$ cat src/include/tap_pkg.sv
package tap_pkg;

	// Controller states, standard encoding
	typedef enum logic [3:0] {
		ST_RESET = 4'hf,
		ST_IDLE = 4'hc,
		ST_SEL_DR = 4'h7,
		ST_CAP_DR = 4'h6,
		ST_SHIFT_DR = 4'h2,
		ST_EXIT1_DR = 4'h1,
		ST_PAUSE_DR = 4'h3,
		ST_EXIT2_DR = 4'h0,
		ST_UPD_DR = 4'h5,
		ST_SEL_IR = 4'h4,
		ST_CAP_IR = 4'he,
		ST_SHIFT_IR = 4'ha,
		ST_EXIT1_IR = 4'h9,
		ST_PAUSE_IR = 4'hb,
		ST_EXIT2_IR = 4'h8,
		ST_UPD_IR = 4'hd
	} tap_state_t;

	localparam int IR_W = 4;
	// Instruction reset value selects bypass
	localparam logic [IR_W-1:0] IR_RESET = 4'hf;
	// Fixed capture pattern, low two bits 01
	localparam logic [IR_W-1:0] IR_CAPTURE = 4'h1;
	localparam logic [IR_W-1:0] OP_IDCODE = 4'h2;
	localparam logic [IR_W-1:0] OP_BYPASS = 4'hf;
	localparam int ID_W = 32;
	// Identification value is arbitrary
	localparam logic [ID_W-1:0] ID_DEFAULT = 32'h00000001;
	localparam int SYNC_STAGES = 2;

endpackage

$ cat src/core/sync_2ff.sv
`timescale 1ns/1ps
// Two flop synchroniser for one pin level
module sync_2ff (
	// Clock and reset
	input wire logic clk,
	input wire logic rst,
	// Level in and out
	input wire logic d,
	output logic q
);
	logic meta_r;

	// Only the second stage is read downstream
	always_ff @(posedge clk) begin
		if (rst) begin
			meta_r <= 1'b0;
			q <= 1'b0;
		end else begin
			meta_r <= d;
			q <= meta_r;
		end
	end
endmodule // sync_2ff

$ cat src/core/boundary_scan_test_port.sv
`timescale 1ns/1ps
module boundary_scan_test_port
	import tap_pkg::*;
#(
	parameter logic [ID_W-1:0] ID_VALUE = ID_DEFAULT
) (
	// System clock and reset
	input wire logic clk,
	input wire logic rst,
	// Test pins from the controller
	input wire logic tck,
	input wire logic tms,
	input wire logic tdi,
	input wire logic trst_n,
	// Test data out, tri-state as value plus enable
	output logic tdo,
	output logic tdo_oe,
	// Controller state for observation
	output logic [3:0] tap_state
);
	// Synchronised pin levels
	logic tck_s;
	logic tms_s;
	logic tdi_s;
	logic trst_n_s;
	// Test clock edge finder
	logic tck_d_r;
	logic rise;
	logic fall;
	// Controller state
	tap_state_t st_r;
	tap_state_t st_nxt;
	// Instruction shift and hold stages
	logic [IR_W-1:0] ir_sh_r;
	logic [IR_W-1:0] ir_r;
	// Data registers and the bit they offer
	logic bypass_r;
	logic [ID_W-1:0] id_sh_r;
	logic shift_bit;

	// All pins cross from the tester clock domain. The cost is two
	// system clocks of latency on every pin, so each test clock phase
	// must last longer than one system clock or an edge is lost; test
	// reset goes through the same two stages as the other pins.
	sync_2ff u_sync_tck (.clk(clk), .rst(rst), .d(tck), .q(tck_s));
	sync_2ff u_sync_tms (.clk(clk), .rst(rst), .d(tms), .q(tms_s));
	sync_2ff u_sync_tdi (.clk(clk), .rst(rst), .d(tdi), .q(tdi_s));
	sync_2ff u_sync_trst (.clk(clk), .rst(rst), .d(trst_n), .q(trst_n_s));

	// Edge finder on the synchronised test clock. It resets to the idle
	// low level of the pin, so no false rising edge follows a reset, and
	// it reads only the second synchroniser stage.
	always_ff @(posedge clk) begin
		if (rst)
			tck_d_r <= 1'b0;
		else
			tck_d_r <= tck_s;
	end

	// No edge means no state change unless test reset is low, so an idle clock holds all
	assign rise = tck_s & ~tck_d_r;
	assign fall = ~tck_s & tck_d_r;

	// Next state from mode select, taken at each rising edge. Every state
	// has a defined exit, so five rises with mode select high always
	// reach the reset state from anywhere.
	always_comb begin
		case (st_r)
			// Reset and idle
			ST_RESET: begin
				st_nxt = tms_s ? ST_RESET : ST_IDLE;
			end
			ST_IDLE: begin
				st_nxt = tms_s ? ST_SEL_DR : ST_IDLE;
			end
			// Data register column
			ST_SEL_DR: begin
				st_nxt = tms_s ? ST_SEL_IR : ST_CAP_DR;
			end
			ST_CAP_DR: begin
				st_nxt = tms_s ? ST_EXIT1_DR : ST_SHIFT_DR;
			end
			ST_SHIFT_DR: begin
				st_nxt = tms_s ? ST_EXIT1_DR : ST_SHIFT_DR;
			end
			ST_EXIT1_DR: begin
				st_nxt = tms_s ? ST_UPD_DR : ST_PAUSE_DR;
			end
			ST_PAUSE_DR: begin
				st_nxt = tms_s ? ST_EXIT2_DR : ST_PAUSE_DR;
			end
			ST_EXIT2_DR: begin
				st_nxt = tms_s ? ST_UPD_DR : ST_SHIFT_DR;
			end
			ST_UPD_DR: begin
				st_nxt = tms_s ? ST_SEL_DR : ST_IDLE;
			end
			// Instruction register column
			ST_SEL_IR: begin
				st_nxt = tms_s ? ST_RESET : ST_CAP_IR;
			end
			ST_CAP_IR: begin
				st_nxt = tms_s ? ST_EXIT1_IR : ST_SHIFT_IR;
			end
			ST_SHIFT_IR: begin
				st_nxt = tms_s ? ST_EXIT1_IR : ST_SHIFT_IR;
			end
			ST_EXIT1_IR: begin
				st_nxt = tms_s ? ST_UPD_IR : ST_PAUSE_IR;
			end
			ST_PAUSE_IR: begin
				st_nxt = tms_s ? ST_EXIT2_IR : ST_PAUSE_IR;
			end
			ST_EXIT2_IR: begin
				st_nxt = tms_s ? ST_UPD_IR : ST_SHIFT_IR;
			end
			ST_UPD_IR: begin
				st_nxt = tms_s ? ST_SEL_DR : ST_IDLE;
			end
			// Unused codes cannot occur; fall back to reset
			default: begin
				st_nxt = ST_RESET;
			end
		endcase
	end

	// State register; test reset wins without waiting for a tck edge.
	// Without a rising edge nothing moves, which is what keeps all test
	// state frozen while the test clock idles low.
	always_ff @(posedge clk) begin
		if (rst || !trst_n_s)
			st_r <= ST_RESET;
		else if (rise)
			st_r <= st_nxt;
	end

	// Instruction shift and update stages. The held stage only moves in
	// update or reset, so a half-shifted instruction never takes effect
	// while the new bits are still on their way in.
	always_ff @(posedge clk) begin
		if (rst || !trst_n_s) begin
			ir_sh_r <= IR_RESET;
			ir_r <= IR_RESET;
		end else if (rise) begin
			case (st_r)
				ST_RESET: ir_r <= IR_RESET;
				ST_CAP_IR: ir_sh_r <= IR_CAPTURE;
				ST_SHIFT_IR: ir_sh_r <= {tdi_s, ir_sh_r[IR_W-1:1]};
				ST_UPD_IR: ir_r <= ir_sh_r;
				default: ir_sh_r <= ir_sh_r;
			endcase
		end
	end

	// Bypass: one stage that captures zero
	always_ff @(posedge clk) begin
		if (rst || !trst_n_s)
			bypass_r <= 1'b0;
		else if (rise && st_r == ST_CAP_DR)
			bypass_r <= 1'b0;
		else if (rise && st_r == ST_SHIFT_DR)
			bypass_r <= tdi_s;
	end

	// Identification: loads the fixed value, then shifts LSB first
	always_ff @(posedge clk) begin
		if (rst || !trst_n_s)
			id_sh_r <= '0;
		else if (rise && st_r == ST_CAP_DR)
			id_sh_r <= ID_VALUE;
		else if (rise && st_r == ST_SHIFT_DR)
			id_sh_r <= {tdi_s, id_sh_r[ID_W-1:1]};
	end

	// Bit that leaves the chain on the next falling edge; every opcode
	// other than identification falls back to the bypass stage
	always_comb begin
		if (st_r == ST_SHIFT_IR)
			shift_bit = ir_sh_r[0];
		else if (ir_r == OP_IDCODE)
			shift_bit = id_sh_r[0];
		else
			shift_bit = bypass_r;
	end

	// Output retimed on falling edges only, so the tester samples a
	// stable bit at its next rising edge
	always_ff @(posedge clk) begin
		if (rst || !trst_n_s)
			tdo <= 1'b0;
		else if (fall)
			tdo <= shift_bit;
	end

	// Driver enable follows the shift states; it also moves on a fall,
	// so the pin never floats in the middle of a bit
	always_ff @(posedge clk) begin
		if (rst || !trst_n_s)
			tdo_oe <= 1'b0;
		else if (fall)
			tdo_oe <= (st_r == ST_SHIFT_DR) || (st_r == ST_SHIFT_IR);
	end

	// Observed copy of the state. It lags the controller by one system
	// clock, which an observer must allow for; it is not used inside the
	// port, so the lag costs nothing in the scan itself.
	always_ff @(posedge clk) begin
		if (rst)
			tap_state <= 4'hf;
		else
			tap_state <= st_r;
	end
endmodule // boundary_scan_test_port

$ cat config.mk
export PLATFORM = sky130hd
export DESIGN_NAME = boundary_scan_test_port
export DESIGN_NICKNAME = d
export VERILOG_FILES = /design/src/include/tap_pkg.sv /design/src/core/sync_2ff.sv /design/src/core/boundary_scan_test_port.sv
export SDC_FILE = /design/constraint.sdc
export NUM_CORES = 1
export LEC_CHECK = 0
export BUFFER_PORTS_ARGS = -buffer_cell sky130_fd_sc_hd__buf_4
export CORE_AREA = 3 3 51 89
export DETAILED_ROUTE_END_ITERATION = 10
export DIE_AREA = 0 0 54 92
export PLACE_DENSITY = 0.85
export SLEW_MARGIN = 30
export SYNTH_ARGS = -nofsm -noshare
export SYNTH_HDL_FRONTEND = slang
export SYNTH_SLANG_ARGS = --single-unit
$ cat constraint.sdc
create_clock -name clk -period 2.5 [get_ports clk]
set_input_delay 0.5 -clock clk [delete_from_list [all_inputs] [get_ports clk]]
set_output_delay 0.5 -clock clk [all_outputs]
set_load 0.01 [all_outputs]
# --- Word-level counts from Yosys, hierarchy flattened ---
# Index checks and enable logic that the tools add are counted.
totals:
  ff_bits: 60
  in_bits: 6
  elab_cells: 72
classes:
  eq_ne: 16
  muxes: 19
  n_bitwise: 4
  reduce_logical: 15
ops:
  columns: ["op", "n"]
  rows:
  - ["4-bit one-hot mux with 12 select lines", 1]
  - ["4-bit == test, second input constant", 8]
  - ["4-bit by 3-bit == test with 1-bit output, second input constant", 4]
  - ["4-bit one-hot mux with 2 select lines", 2]
  - ["4-bit by 2-bit == test with 1-bit output, second input constant", 3]
  - ["2-bit two-way mux", 6]
  - ["3-bit two-way mux", 4]
  - ["2-bit nonzero test", 3]
  - ["2-bit OR reduction", 3]
  - ["1-bit two-way mux", 5]
  - ["4-bit by 1-bit == test with 1-bit output, second input constant", 1]
  - ["4-bit zero test", 1]
  - ["4-bit two-way mux", 1]
  - ["2-bit AND reduction", 2]
  - ["3-bit OR reduction", 1]
  - ["1-bit AND", 2]
  - ["1-bit logical AND", 2]
  - ["1-bit logical OR", 2]
  - ["1-bit inverter", 2]
  - ["1-bit zero test", 1]

# --- Depth between registers and ports, before layout ---
# Gate-level depths: netlist (run 1).
logic_depth:
  depth_word: 5
  mapped_depth: 7
  depth_no_buf: 4

# --- Hierarchy ---
# Synthesis (run 1) repeated with hierarchy kept, for this count alone.
unflattened:
  cells_unflattened: 257
  area_unflattened_um2: 2303.5
modules_own_cells:
  columns: ["module", "n_inst", "cells_per_inst", "area_per_inst_um2", "seq_area_each_um2"]
  rows:
  - ["boundary_scan_test_port", 1, 241, 2093.3, 1021.0]
  - ["sync_2ff", 4, 4, 52.6, 40.0]

# --- Least setup slack after synthesis (run 1) ---
# Ideal clock, no wire load.
synth_path:
  path_kind: "reg-to-reg"
  from: "reg st_r[0]"
  to: "reg id_sh_r[10]"
  t_arrival_ps: 1280
  slack_ps: 1088
  stages_incl_launch_ff: 8
  path_buffers: 3
  path_cell_list: "dfxtp_1 -> buf_6 -> nand2b_4 -> or3_1 -> buf_2 -> buf_6 -> nand2_1 -> a21oi_1"
synth_between:
  elab_chain_cells: 3
synth_rtl:
  columns: ["element", "line", "text"]
  rows:
  - ["start: declaration", "boundary_scan_test_port.sv:31", "tap_state_t st_r;"]
  - ["start signal: assignment", "boundary_scan_test_port.sv:134", "st_r <= st_nxt;"]
  - ["4-bit by 3-bit == test with 1-bit output", "boundary_scan_test_port.sv:169", "else if (rise && st_r == ST_CAP_DR)"]
  - ["1-bit logical AND", "boundary_scan_test_port.sv:169", null]
  - ["2-bit OR reduction (no line)", null, null]
  - ["end signal: assignment", "boundary_scan_test_port.sv:172", "id_sh_r <= {tdi_s, id_sh_r[ID_W-1:1]};"]
  - ["end: declaration", "boundary_scan_test_port.sv:38", "logic [ID_W-1:0] id_sh_r;"]
# Parallel ways exist; a longest one is shown, timed or not.
# A chain may end at the register's enable or synchronous reset.

# --- Final worst setup path (run 1) ---
layout_path:
  from: "reg st_r[1]"
  to: "reg id_sh_r[15]"
# The elaborated chain is that of the path after synthesis.

==> run summary, run 1 <==
The run finished with clean final reports. dfxtp_1 is the most common cell in the netlist. The number of global-route vias before repair came to 1713.

The post-synthesis instance area is 0.00231 mm². The height of the die is 92 µm. STA puts the critical path data required time at 2690 ps.

The remaining antenna violation count after routing is 0. The worst-margin pin slew is 702 ps. The most area-hungry cell type in the Yosys netlist is dfxtp_1. The count of different cell masters after synthesis is 31. Detailed routing inserted a total of 1746 vias. Post-CTS repair changed the size of 0 cells. The setup TNS after final layout is 0 ps. The synthesis-to-finish area growth came out at 12.8%. The HPWL after detailed placement is 2610 µm. The CTS buffer count came out at 9. The synthesized instance count came out at 258. The worst reg2reg path depth is 5.

The routed metal-1 wirelength came out at 1710 µm. Counting flops with a built-in enable in the synthesized netlist gives 0. The number of levels the H-tree was split into came out at 3.

The count of standard-cell rows came out at 30. In this run the mean area of a mapped cell was 8.94 µm². Routability-driven placement finished with a final weighted congestion of 0.814. The worst slew slack as a fraction of its limit is 53.1%. The number of setup violations in the final report came out at 0. Setup repair after global routing left no endpoint under its margin.

The floorplan die area is 0.00497 mm². The clock passes through at most 2 buffers. The path category of the worst min-delay check is in -> reg. Yosys attributes the largest share of cell area to dfxtp_1 (51%), nand3b_1 (10%), a21oi_1 (7.8%), nand2_1 (6.3%), nor2b_1 (3.3%). Of the cells placed in the final design, the portion with a size suffix greater than 1 is 13.8%.

The share of flip-flops with an asynchronous set or reset is 0%. The average via count per standard cell is 5.53. The count of buffers added by post-CTS timing repair for setup came out at 0.

The critical path is of the reg -> reg type. The number of nets in the final layout is 269. STA classifies the critical path startpoint as a flop.

The internal power of the cells totals 1.65 mW. The maximum number of pins on one net before global-route repair came out at 44. The area taken by flip-flops and latches came out at 0.00118 mm².

The initial antenna violation count is 0. Before antenna repair, the detailed router went through 4 iterations. The antenna diode count came out at 0. The count of input and output buffers came out at 11.

The count of endpoints failing hold in the final timing report came to 0. The total global routing overflow is 0. The number of inserted filler cells in the final layout came out at 304. After detailed routing, the met3 layer carries 160 µm of wire. The effective utilization at floorplan is 59.7%.

The number of cells on the worst hold path is 2. At the later pin of the worst-skew pair, clock insertion delay measures 340 ps. The number of DRC violations after detailed-routing iteration 0 came out at 58. The final cycle utilization of the critical path is 72.8%.

The post-synthesis net count came out at 264. In this run the static leakage power is 0.908 nW. The count of hold buffers inserted by post-cts repair came out at 0. Clock tree synthesis selected as its root buffer the cell clkbuf_8.

The width of the die came out at 54 µm. After detailed placement, the total cell area comes to 0.00236 mm². The relative contribution of sequential cells to total power is 47.0%.

Data on the critical path arrives at its endpoint at 2010 ps. The total global routing track utilization came out at 20.0%. In the final layout, the multi-input gates occupy 996 µm². Counting instances in the post-synthesis netlist gives the leading cell types as dfxtp_1 (59), nand2_1 (39), a21oi_1 (36), nand3b_1 (32), nor2b_1 (12). The routed design uses 2130 µm of met2 wire.

The number of clock sinks seen by CTS came out at 59. The smallest clock period supported by the final layout is computed as 1820 ps. The areal power density over the cells came out at 777 mW/mm². Static timing analysis puts the maximum clock frequency at 549 MHz. The per-cell routed wire length is 13.1 µm.

The worst setup skew after layout came out at 6.97 ps. The total number of yosys warnings is 0. The region available for standard cell placement spans 0.00387 mm². The final wirelength is 4130 µm. The clock tree from TritonCTS is built.

The worst ir drop on vdd is 0.712 mV. The final instance area came out at 0.00260 mm². The top-level port count came out at 12. Max-cap violations in this run came to 0. The worst setup path is captured at a flop. Routed signal wires occupy layers up through met4. Among all flip-flop cells after synthesis, the most frequent one is dfxtp_1. The flop and latch count out of synthesis came out at 59. The largest fanout of any net on the critical path is 21.

The setup slack of the most critical reg-to-reg path came out at 680 ps. Summed over all nets, the switching power comes to 0.377 mW. The first global-routing pass estimated 7270 µm of wire.

Net switching is 18.6% of the power. Of the post-synthesis cell area, the dominant cell type holds 51.2%. The design draws 2.02 mW. In this run, the combinational gates consume 1.4% of the power.

The number of remaining DRC errors is 0. The portion of total power attributed to the clock network came out at 51.6%. The CTS clock-pin slew for the worst setup and hold paths is 60 ps. The share of the yosys chip area belonging to registers is 51.2%. The number of pins exceeding their max-slew limit in the final report came out at 0.
[logic make-up after synthesis]
group / after synthesis / synth area share, %
muxes: 3 / 1.30
buffers and inverters: 24 / 5.64
and+or+nand+nor: 121 / 30.0
DFF: 59 / 51.2
AOI/OAI and AO/OA: 51 / 11.8
[metal layers]
metal	global-route usage, %	vias to the layer above
met5	0	-
met4	12.3	0
met3	6.83	12
met2	31.8	33
met1	21.9	816
li1	-	885
[sequential cells by signal (all words and copies together) (netlist names)]
register and count:
u_sync_tck.q 1, tck_d_r 1, tdo 1, id_sh_r 31, tap_state 4, u_sync_tms.meta_r 1
u_sync_tdi.q 1, bypass_r 1, tdo_oe 1, st_r 4, ir_r 4, u_sync_tdi.meta_r 1
ir_sh_r 4, u_sync_trst.meta_r 1, u_sync_tms.q 1, u_sync_trst.q 1, u_sync_tck.meta_r 1
[area by class of cell]
| cell class | count | area share (%) |
|---|---|---|
| clock buffers | 11 | 5.43 |
| clock inverters | 5 | 3.85 |
| repair buffers | 15 | 4.33 |
| well taps | 48 | 2.31 |
| flip-flops and latches | 59 | 45.4 |
| multi-input cells | 175 | 38.3 |
| inverters | 3 | 0.433 |
[worst paths after layout]
kind                      startpoint                 to
setup / recovery             st_r[1]        id_sh_r[15]
hold / removal                   tck  u_sync_tck.meta_r
setup reg to reg             st_r[1]        id_sh_r[15]
hold reg to reg   u_sync_trst.meta_r      u_sync_trst.q
[metrics by stage]
step,cells,worst slack (ps),utilization (%),hold WS [ps]
after floorplan,258,1090,-,414
after global placement,300,752,61.1,422
after detailed placement,300,703,61.1,427
after CTS,316,692,67.3,365
after global routing,316,553,67.3,391
final,316,679,67.3,375
[layout by cell type (no fill, tap or decap)]
cell and count:
a211o_1 1, a21o_1 1, a21oi_1 36, a32oi_1 1, and3_1 1, buf_4 15
bufinv_16 3, clkbuf_1 1, clkbuf_8 10, clkinv_2 2, dfxtp_1 59, inv_1 3
mux2i_1 3, nand2_1 39, nand2b_1 4, nand2b_4 1, nand3_1 2, nand3b_1 32
nand4_1 1, nor2_1 8, nor2b_1 12, nor3_1 8, nor3_2 1, nor3_4 1
nor3b_1 2, nor4_1 1, nor4b_1 1, o211a_1 1, o211ai_1 1, o21ai_0 10
or2_2 4, or3_1 3
[worst max-delay path, stage by stage, from the launching register on]
cell      delay, ps
dfxtp_1         570
nand2b_4        130
or3_1           540
buf_4           290
nand2_1          80
a21oi_1          60
[power groups by stage]
stage / Combinational (mW) / Sequential (mW) / Clock, mW
4_1_cts: 0.0283 / 0.950 / 1.06
2_1_floorplan: 0.0187 / 0.970 / 0
3_3_place_gp: 0.0277 / 0.971 / 0
3_5_place_dp: 0.0282 / 0.971 / 0
6_report: 0.0281 / 0.950 / 1.04
5_1_grt: 0.0311 / 0.951 / 1.10
Power figures use the tool's default switching activity.
==> inputs of run 2 (changes only) <==
- CORE_AREA: 3 3 51 89 -> 3 3 54 94
- DIE_AREA: 0 0 54 92 -> 0 0 57 97
- PLACE_DENSITY: 0.85 -> 0.8
- clock period: 2.5 -> 1.53 ns (I/O delays scaled with it)
==> run summary, run 2 (synthesis results as in run 1) <==
The arrival time reported for the critical path endpoint came to 1690 ps (-320 ps). The uppermost metal layer occupied by signal nets is met4. The floorplan die area is 0.00553 mm² (+11%). The most common cell after layout, fill and taps aside is dfxtp_1. The number of max-cap violations was 0 (unchanged). The number of buffers on the longest clock path came out at 2 (unchanged). id_sh_r holds more flip-flops than any other register. The remaining antenna violation count after routing came out at 0 (unchanged). The number of nets in the final layout came to 275 (+2.2%). The routed metal-1 wirelength is 1800 µm (+5.5%). The worst ir drop on vdd is 0.733 mV (+3.0%). The per-cell routed wire length was 12.9 µm (-1.0%).

The worst slew slack as a fraction of its limit was 71.1% (+18 points). The number of setup violations in the final report is 0 (unchanged). The buffers plus inverters on the worst setup path is 1 (unchanged). The setup slack of the critical path after layout was 101 ps (-578 ps).

The number of iterations in the first detailed-routing pass was 4 (unchanged). The width of the die came out at 57 µm (+5.6%). The worst setup skew after layout came out at 7.56 ps (+0.591 ps). The top cell types in the final layout, fill and taps aside, are dfxtp_1 (59), nand2_1 (39), a21oi_1 (36).

The count of input and output buffers came to 11 (unchanged). TritonCTS built the clock tree. The layout cell share with drive strength beyond 1 was 16.5% (+2.7 points). The vias after detailed routing came out at 1779 (+1.9%). The count of hold buffers inserted by post-cts repair is 0 (unchanged). The effective utilization at floorplan came to 52.4% (-7.3 points).

The number of inserted filler cells in the final layout was 407 (+34%). The nature of the critical path endpoint is a flop. The number of global-route vias before repair came out at 1666 (-2.7%).

The post-cts gate resize count is 0 (unchanged). The antenna diode count is 0 (unchanged). The initial antenna violation count came out at 0 (unchanged). The number of levels the H-tree was split into came to 3 (unchanged). The CTS clock-pin slew for the worst setup and hold paths came out at 60 ps (about the same). The final wirelength is 4190 µm (+1.5%). The number of remaining DRC errors is 0 (unchanged).

The count of buffers added by post-CTS timing repair for setup came out at 0 (unchanged). The largest fanout of any net on the critical path came to 5 (-76%). The maximum number of pins on one net before global-route repair came out at 35 (-20%). The global placement routability congestion came out at 0.772 (-5.1%).

The worst-margin pin slew is 428 ps (-275 ps). The area of the core is 0.00440 mm² (+14%). The number of pins exceeding their max-slew limit in the final report is 0 (unchanged).

The HPWL after detailed placement was 2710 µm (+3.8%). The CTS buffer count came out at 9 (unchanged). The average via count per standard cell came out at 5.49 (-0.63%). The total leakage power is 0.926 nW (+2.0%). The setup TNS after final layout came out at 0 ps (unchanged). The height of the die came to 97 µm (+5.4%). Relative to the synthesized area, the layout overhead comes to 14.4%. The tree is rooted in a clkbuf_8. The worst setup slack after placement is 79.9 ps (-623 ps). The total global routing track utilization is 16.6% (-3.4 points). The flip-flop count of the largest register, all copies and words added came out at 31 (unchanged). Broken down by cell family, the worst path's largest delay share belongs to flip-flops. The timing-limited maximum frequency came to 700 MHz (+27%).

The total length of routed met3 wires is 126 µm (-21%). The cell with the largest stage delay on the worst path is dfxtp_1. The signal on the critical path passes through inv_1 > or3_1 > a211o_1 > a21oi_1. The worst setup path is launched from a flop. The final cycle utilization of the critical path was 93.4% (+21 points).

The flow ran to the end, and the final reports show no timing, DRC or antenna violations. The count of endpoints failing hold in the final timing report came out at 0 (unchanged). The delay contributed by the slowest stage of the critical path is 440 ps (-130 ps).

The number of clock sinks seen by CTS came out at 59 (unchanged). The shortest period the worst path allows is 1430 ps (-392 ps). The met2 wire length came to 2130 µm (about the same).

The top-level port count is 12 (unchanged). The number of DRC violations after detailed-routing iteration 0 came out at 33 (-43%). The worst hold path belongs to the class in -> reg.

The total global routing overflow came out at 0 (unchanged). The areal power density over the cells was 1080 mW/mm² (+40%). The wire length of the first global-routing pass was 7250 µm (-0.28%). The count of standard-cell rows came out at 32 (+6.7%). The endpoint required time on the critical path is 1790 ps (-900 ps). The insertion delay to the later sink of the worst-skew pair is 330 ps (about the same).

Setup repair after global routing left no endpoint under its margin. The kind of critical path is reg -> reg.
[run 2: cell types whose count changed in the layout (fill, tap and decap cells not counted), sizes merged]
cell    change
buf         +6
clkbuf      +2
bufinv      -3
[run 2: worst paths after layout]
path | from | depth (start not counted) | to | slack, ps
worst max-delay path | st_r[3] | 4 | tdo | 100
worst min-delay path | tms | 2 | u_sync_tms.meta_r | 200
worst max register to register | st_r[3] | 4 | tdo | 100
worst min register to register | u_sync_tdi.meta_r | 1 | u_sync_tdi.q | 440
[run 2: where the power goes]
part / internal [mW] / switching [mW] / total, mW
logic: 0.0240 / 0.0267 / 0.0507
registers: 1.55 / 0.00560 / 1.55
clock network: 0.706 / 0.552 / 1.26
[run 2: metal layers]
metal	track usage (%)	vias up
met5	0	-
met1	18.4	850
met4	8.04	0
met3	6.41	11
met2	27.1	22
li1	-	896
[run 2: cell type report]
type	instances	area (µm²)	area share, %
Sequential cell	59	1180	44.8
Tap cell	51	63.8	2.42
Timing Repair Buffer	21	195	7.40
Multi-Input combinational cell	175	1010	38.2
Clock buffer	13	169	6.40
Inverter	3	11.3	0.427
Clock inverter	2	10.0	0.379
[run 2: worst register-to-register path: cells and delay by family (launching register included)]
family / cells / cell delay [ps]
buffers and inverters: 1 / 150
AOI/OAI and AO/OA: 2 / 410
and+or+nand+nor: 1 / 360
DFF: 1 / 440
[run 2: per-stage QoR]
step	hold WS, ps	total power [mW]	utilization (%)	area, µm²	cells
2_1_floorplan	378	1.62	-	2310	258
3_3_place_gp	418	1.64	55.6	2450	309
3_5_place_dp	433	1.64	55.6	2450	309
4_1_cts	169	2.90	59.6	2630	324
5_1_grt	180	2.96	59.9	2640	324
6_report	196	2.86	59.9	2640	324
==> inputs of run 3 (changes only) <==
- ABC_AREA: not set -> 1
- CELL_PAD_IN_SITES_DETAIL_PLACEMENT: not set -> 2
- CELL_PAD_IN_SITES_GLOBAL_PLACEMENT: not set -> 2
- CORE_AREA: 3 3 54 94 -> 3 3 68 118
- DIE_AREA: 0 0 57 97 -> 0 0 71 121
- PLACE_DENSITY: 0.8 -> 0.81
==> run summary, run 3 <==
The total leakage power is 1.06 nW (+14%). The post-layout instance count excluding filler cells came out at 390 (+20%). The number of clock sinks seen by CTS was 59 (unchanged). STA classifies the critical path startpoint as a flop. TritonCTS built the clock tree.

The logic depth of the worst path, buffers included was 5 (+1). The number of remaining DRC errors came to 0 (unchanged). The number of pins exceeding their max-slew limit in the final report came to 0 (unchanged). The post-synthesis instance area came out at 0.00229 mm² (-0.76%). The number of buffers on the longest clock path is 2 (unchanged). The area share of the largest cell type after synthesis came out at 51.6% (+0.39 points). The largest fanout of any net on the critical path came out at 7 (+2). The net switching share of the total power is 18.6% (-1.8 points). The placed instance count was 376 (+22%). The number of iterations in the first detailed-routing pass is 4 (unchanged). For this design, the slowest cell found on the critical path is dfxtp_1.

The critical path is of the reg -> reg type. The number of cells on the worst hold path was 3 (+1). The number of max-cap violations is 0 (unchanged). The count of flip-flops with a built-in enable after synthesis came out at 0 (unchanged). The HPWL after detailed placement was 4060 µm (+50%). After synthesis, the most frequently instantiated cells are dfxtp_1 (59), nand2_1 (57), nand3_1 (41), a21oi_1 (39), nor2_1 (21). Among all flip-flop cells after synthesis, the most frequent one is dfxtp_1. The maximum number of pins on one net before global-route repair is 35 (unchanged). The relative contribution of sequential cells to total power was 41.3% (-13 points). The total global routing track utilization was 15.3% (-1.3 points). The synthesized instance count was 286 (+11%). The final wirelength came out at 5950 µm (+42%). The post-route total power came out at 3.78 mW (+32%). The synthesized area divided by synthesized cell count came out at 8.01 µm² (-10%). The net switching component of the power is 0.702 mW (+20%). The design internal power is 3.07 mW (+35%). In the layout the commonest cells are dfxtp_1 (59), nand2_1 (57), nand3_1 (41).

The count of buffers added by post-CTS timing repair for setup came to 0 (unchanged). The endpoint required time on the critical path is 1790 ps (about the same). The flip-flop count of the largest register, all copies and words added came to 31 (unchanged). The count of input and output buffers came out at 11 (unchanged). The post-place instance area is 0.00246 mm² (+0.56%). Counting stages on the worst path, the most repeated cell is nand2_1. The total global routing overflow is 0 (unchanged). The post-synthesis net count came out at 292 (+11%).

The share of flip-flops with an asynchronous set or reset is 0% (unchanged). The count of different cell masters after synthesis is 23 (-26%). The library cell used most frequently in the layout, excluding fill and tap cells, is dfxtp_1. The setup slack of the most critical reg-to-reg path came out at 110 ps (about the same). The count of standard-cell rows is 41 (+28%). The wire length of the first global-routing pass came to 10100 µm (+39%). The count of hold buffers inserted by post-cts repair is 0 (unchanged).

The setup slack of the critical path after layout is 107 ps (+5.94 ps). The path class of the tightest hold or removal check is in -> reg. Clock tree synthesis selected as its root buffer the cell clkbuf_16. The insertion delay to the later sink of the worst-skew pair came out at 320 ps (about the same). The worst hold path terminates at u_sync_tdi.meta_r. The flow ran to the end, and the final reports show no timing, DRC or antenna violations. The worst setup path startpoint is st_r[2]. The worst setup skew after layout is 3.82 ps (-3.75 ps). The worst register-to-register path begins at st_r[2]. The worst reg2reg path depth came to 5 (+1). The initial antenna violation count came out at 0 (unchanged). The layout cell share with drive strength beyond 1 was 15.8% (-0.69 points). The average via count per standard cell came to 5.01 (-8.8%). The final instance area is 0.00279 mm² (+5.7%).

The number of setup violations in the final report came out at 0 (unchanged). The capture instance of the worst register-to-register path is st_r[3]. Relative to the synthesized area, the layout overhead comes to 21.8%. The top-level port count was 12 (unchanged). The vias after detailed routing is 1953 (+9.8%). Ranked by total cell area, the synthesized netlist is headed by dfxtp_1 (52%), nand2_1 (9.3%), nand3_1 (9.0%), a21oi_1 (8.5%), nor2_1 (3.4%). The worst-margin pin slew was 391 ps (-37.0 ps). The final cycle utilization of the critical path came to 93.0% (-0.39 points).

The portion of total power attributed to the clock network is 56.5% (+13 points). The total number of yosys warnings came out at 0 (unchanged). In this design, the largest share of critical-path delay is due to simple AND/OR/NAND/NOR gates.

The CTS buffer count is 9 (unchanged). The worst hold path startpoint is tdi. The share of the yosys chip area belonging to registers is 51.6% (+0.39 points). The effective utilization at floorplan came out at 31.9% (-21 points).

The global placement routability congestion is 0.722 (-6.5%). The worst ir drop on vdd is 0.669 mV (-8.8%). The number of global-route vias before repair is 2128 (+28%). The areal power density over the cells is 1350 mW/mm² (+25%). The per-cell routed wire length came out at 15.2 µm (+18%).

The delay contributed by the slowest stage of the critical path is 470 ps (+30 ps). The signal on the critical path passes through buf_4 > nand2_1 > nor3_1 > o21ai_0 > nand2_1. The utilization after layout is 38.8% (-21 points).

The width of the die is 71 µm (+25%). The biggest area contributor in the post-synthesis netlist is dfxtp_1. The floorplan die area came to 0.00859 mm² (+55%). By instance count, the leading cell after synthesis is dfxtp_1. The arrival time reported for the critical path endpoint is 1680 ps (about the same).

The count of endpoints failing hold in the final timing report was 0 (unchanged). The post-cts gate resize count was 0 (unchanged). The worst slew slack as a fraction of its limit came out at 73.7% (+2.6 points). The shortest period the worst path allows came to 1420 ps (-5.94 ps).

The number of levels the H-tree was split into came out at 3 (unchanged). The number of nets in the final layout is 307 (+12%). The timing-limited maximum frequency is 703 MHz (+0.42%). The CTS clock-pin slew for the worst setup and hold paths is 50 ps (about the same).

The final hold slack came out at 183 ps (-13.0 ps). The number of DRC violations after detailed-routing iteration 0 came out at 128 (+290%). The worst setup slack after placement is 110 ps (+30.4 ps). STA classifies the critical path endpoint as a flop. The height of the die came out at 121 µm (+25%). Counting flops per register, the top entry is id_sh_r. The setup TNS after final layout is 0 ps (unchanged). The remaining antenna violation count after routing is 0 (unchanged). The flop and latch count out of synthesis came out at 59 (unchanged). Setup repair after global routing could not meet its margin everywhere.

The buffers plus inverters on the worst setup path was 1 (unchanged). The area of the core is 0.00718 mm² (+63%). The combinational power share came out at 2.2% (+0.4 points).

The antenna diode count is 0 (unchanged).
run 3: power by group through the flow:
| stage | Combinational [mW] | Clock (mW) | Sequential (mW) |
|---|---|---|---|
| floorplan | 0.0507 | 0 | 1.59 |
| global placement | 0.0793 | 0 | 1.59 |
| detailed placement | 0.0818 | 0 | 1.59 |
| CTS | 0.0841 | 2.19 | 1.56 |
| global route | 0.0932 | 2.26 | 1.56 |
| finish | 0.0825 | 2.13 | 1.56 |
run 3: kinds of logic after synthesis:
family                    share of synthesized area [%]
and+or+nand+nor                                    26.5
DFF                                                51.6
AOI/OAI and AO/OA                                  12.3
buffers and inverters                              9.23
xor gates and xnor gates                          0.383
run 3: worst max-delay path by stage:
| stage | to | slack (ps) |
|---|---|---|
| detailed placement | id_sh_r[30] | 110 |
| finish | st_r[3] | 110 |
| global placement | id_sh_r[30] | 160 |
| CTS | bypass_r | 70 |
| global route | ir_r[2] | -10 |
| floorplan | id_sh_r[30] | 380 |
run 3: final cells by class:
cell class              count  area, µm²
well taps                  86        108
multi-input cells         187        908
clock buffers              12        256
fillers                   819       4390
inverters                  25       95.1
repair buffers             19        180
flip-flops and latches     59       1180
clock inverters             2       60.1
run 3: layer usage:
layer | vias to the layer above | GRT usage, % | share of wire, % | wire length (µm)
met4 | 0 | 7.41 | 3.0 | 179
met1 | 959 | 14.9 | 37 | 2220
li1 | 959 | - | - | -
met2 | 23 | 28.5 | 57 | 3390
met5 | - | 0 | 0 | 0
met3 | 12 | 4.56 | 2.7 | 163
run 3: worst reg2reg max path, stage by stage (launching register included):
cell	delay, ps
dfxtp_1	470
buf_4	200
nand2_1	130
nor3_1	240
o21ai_0	210
nand2_1	120
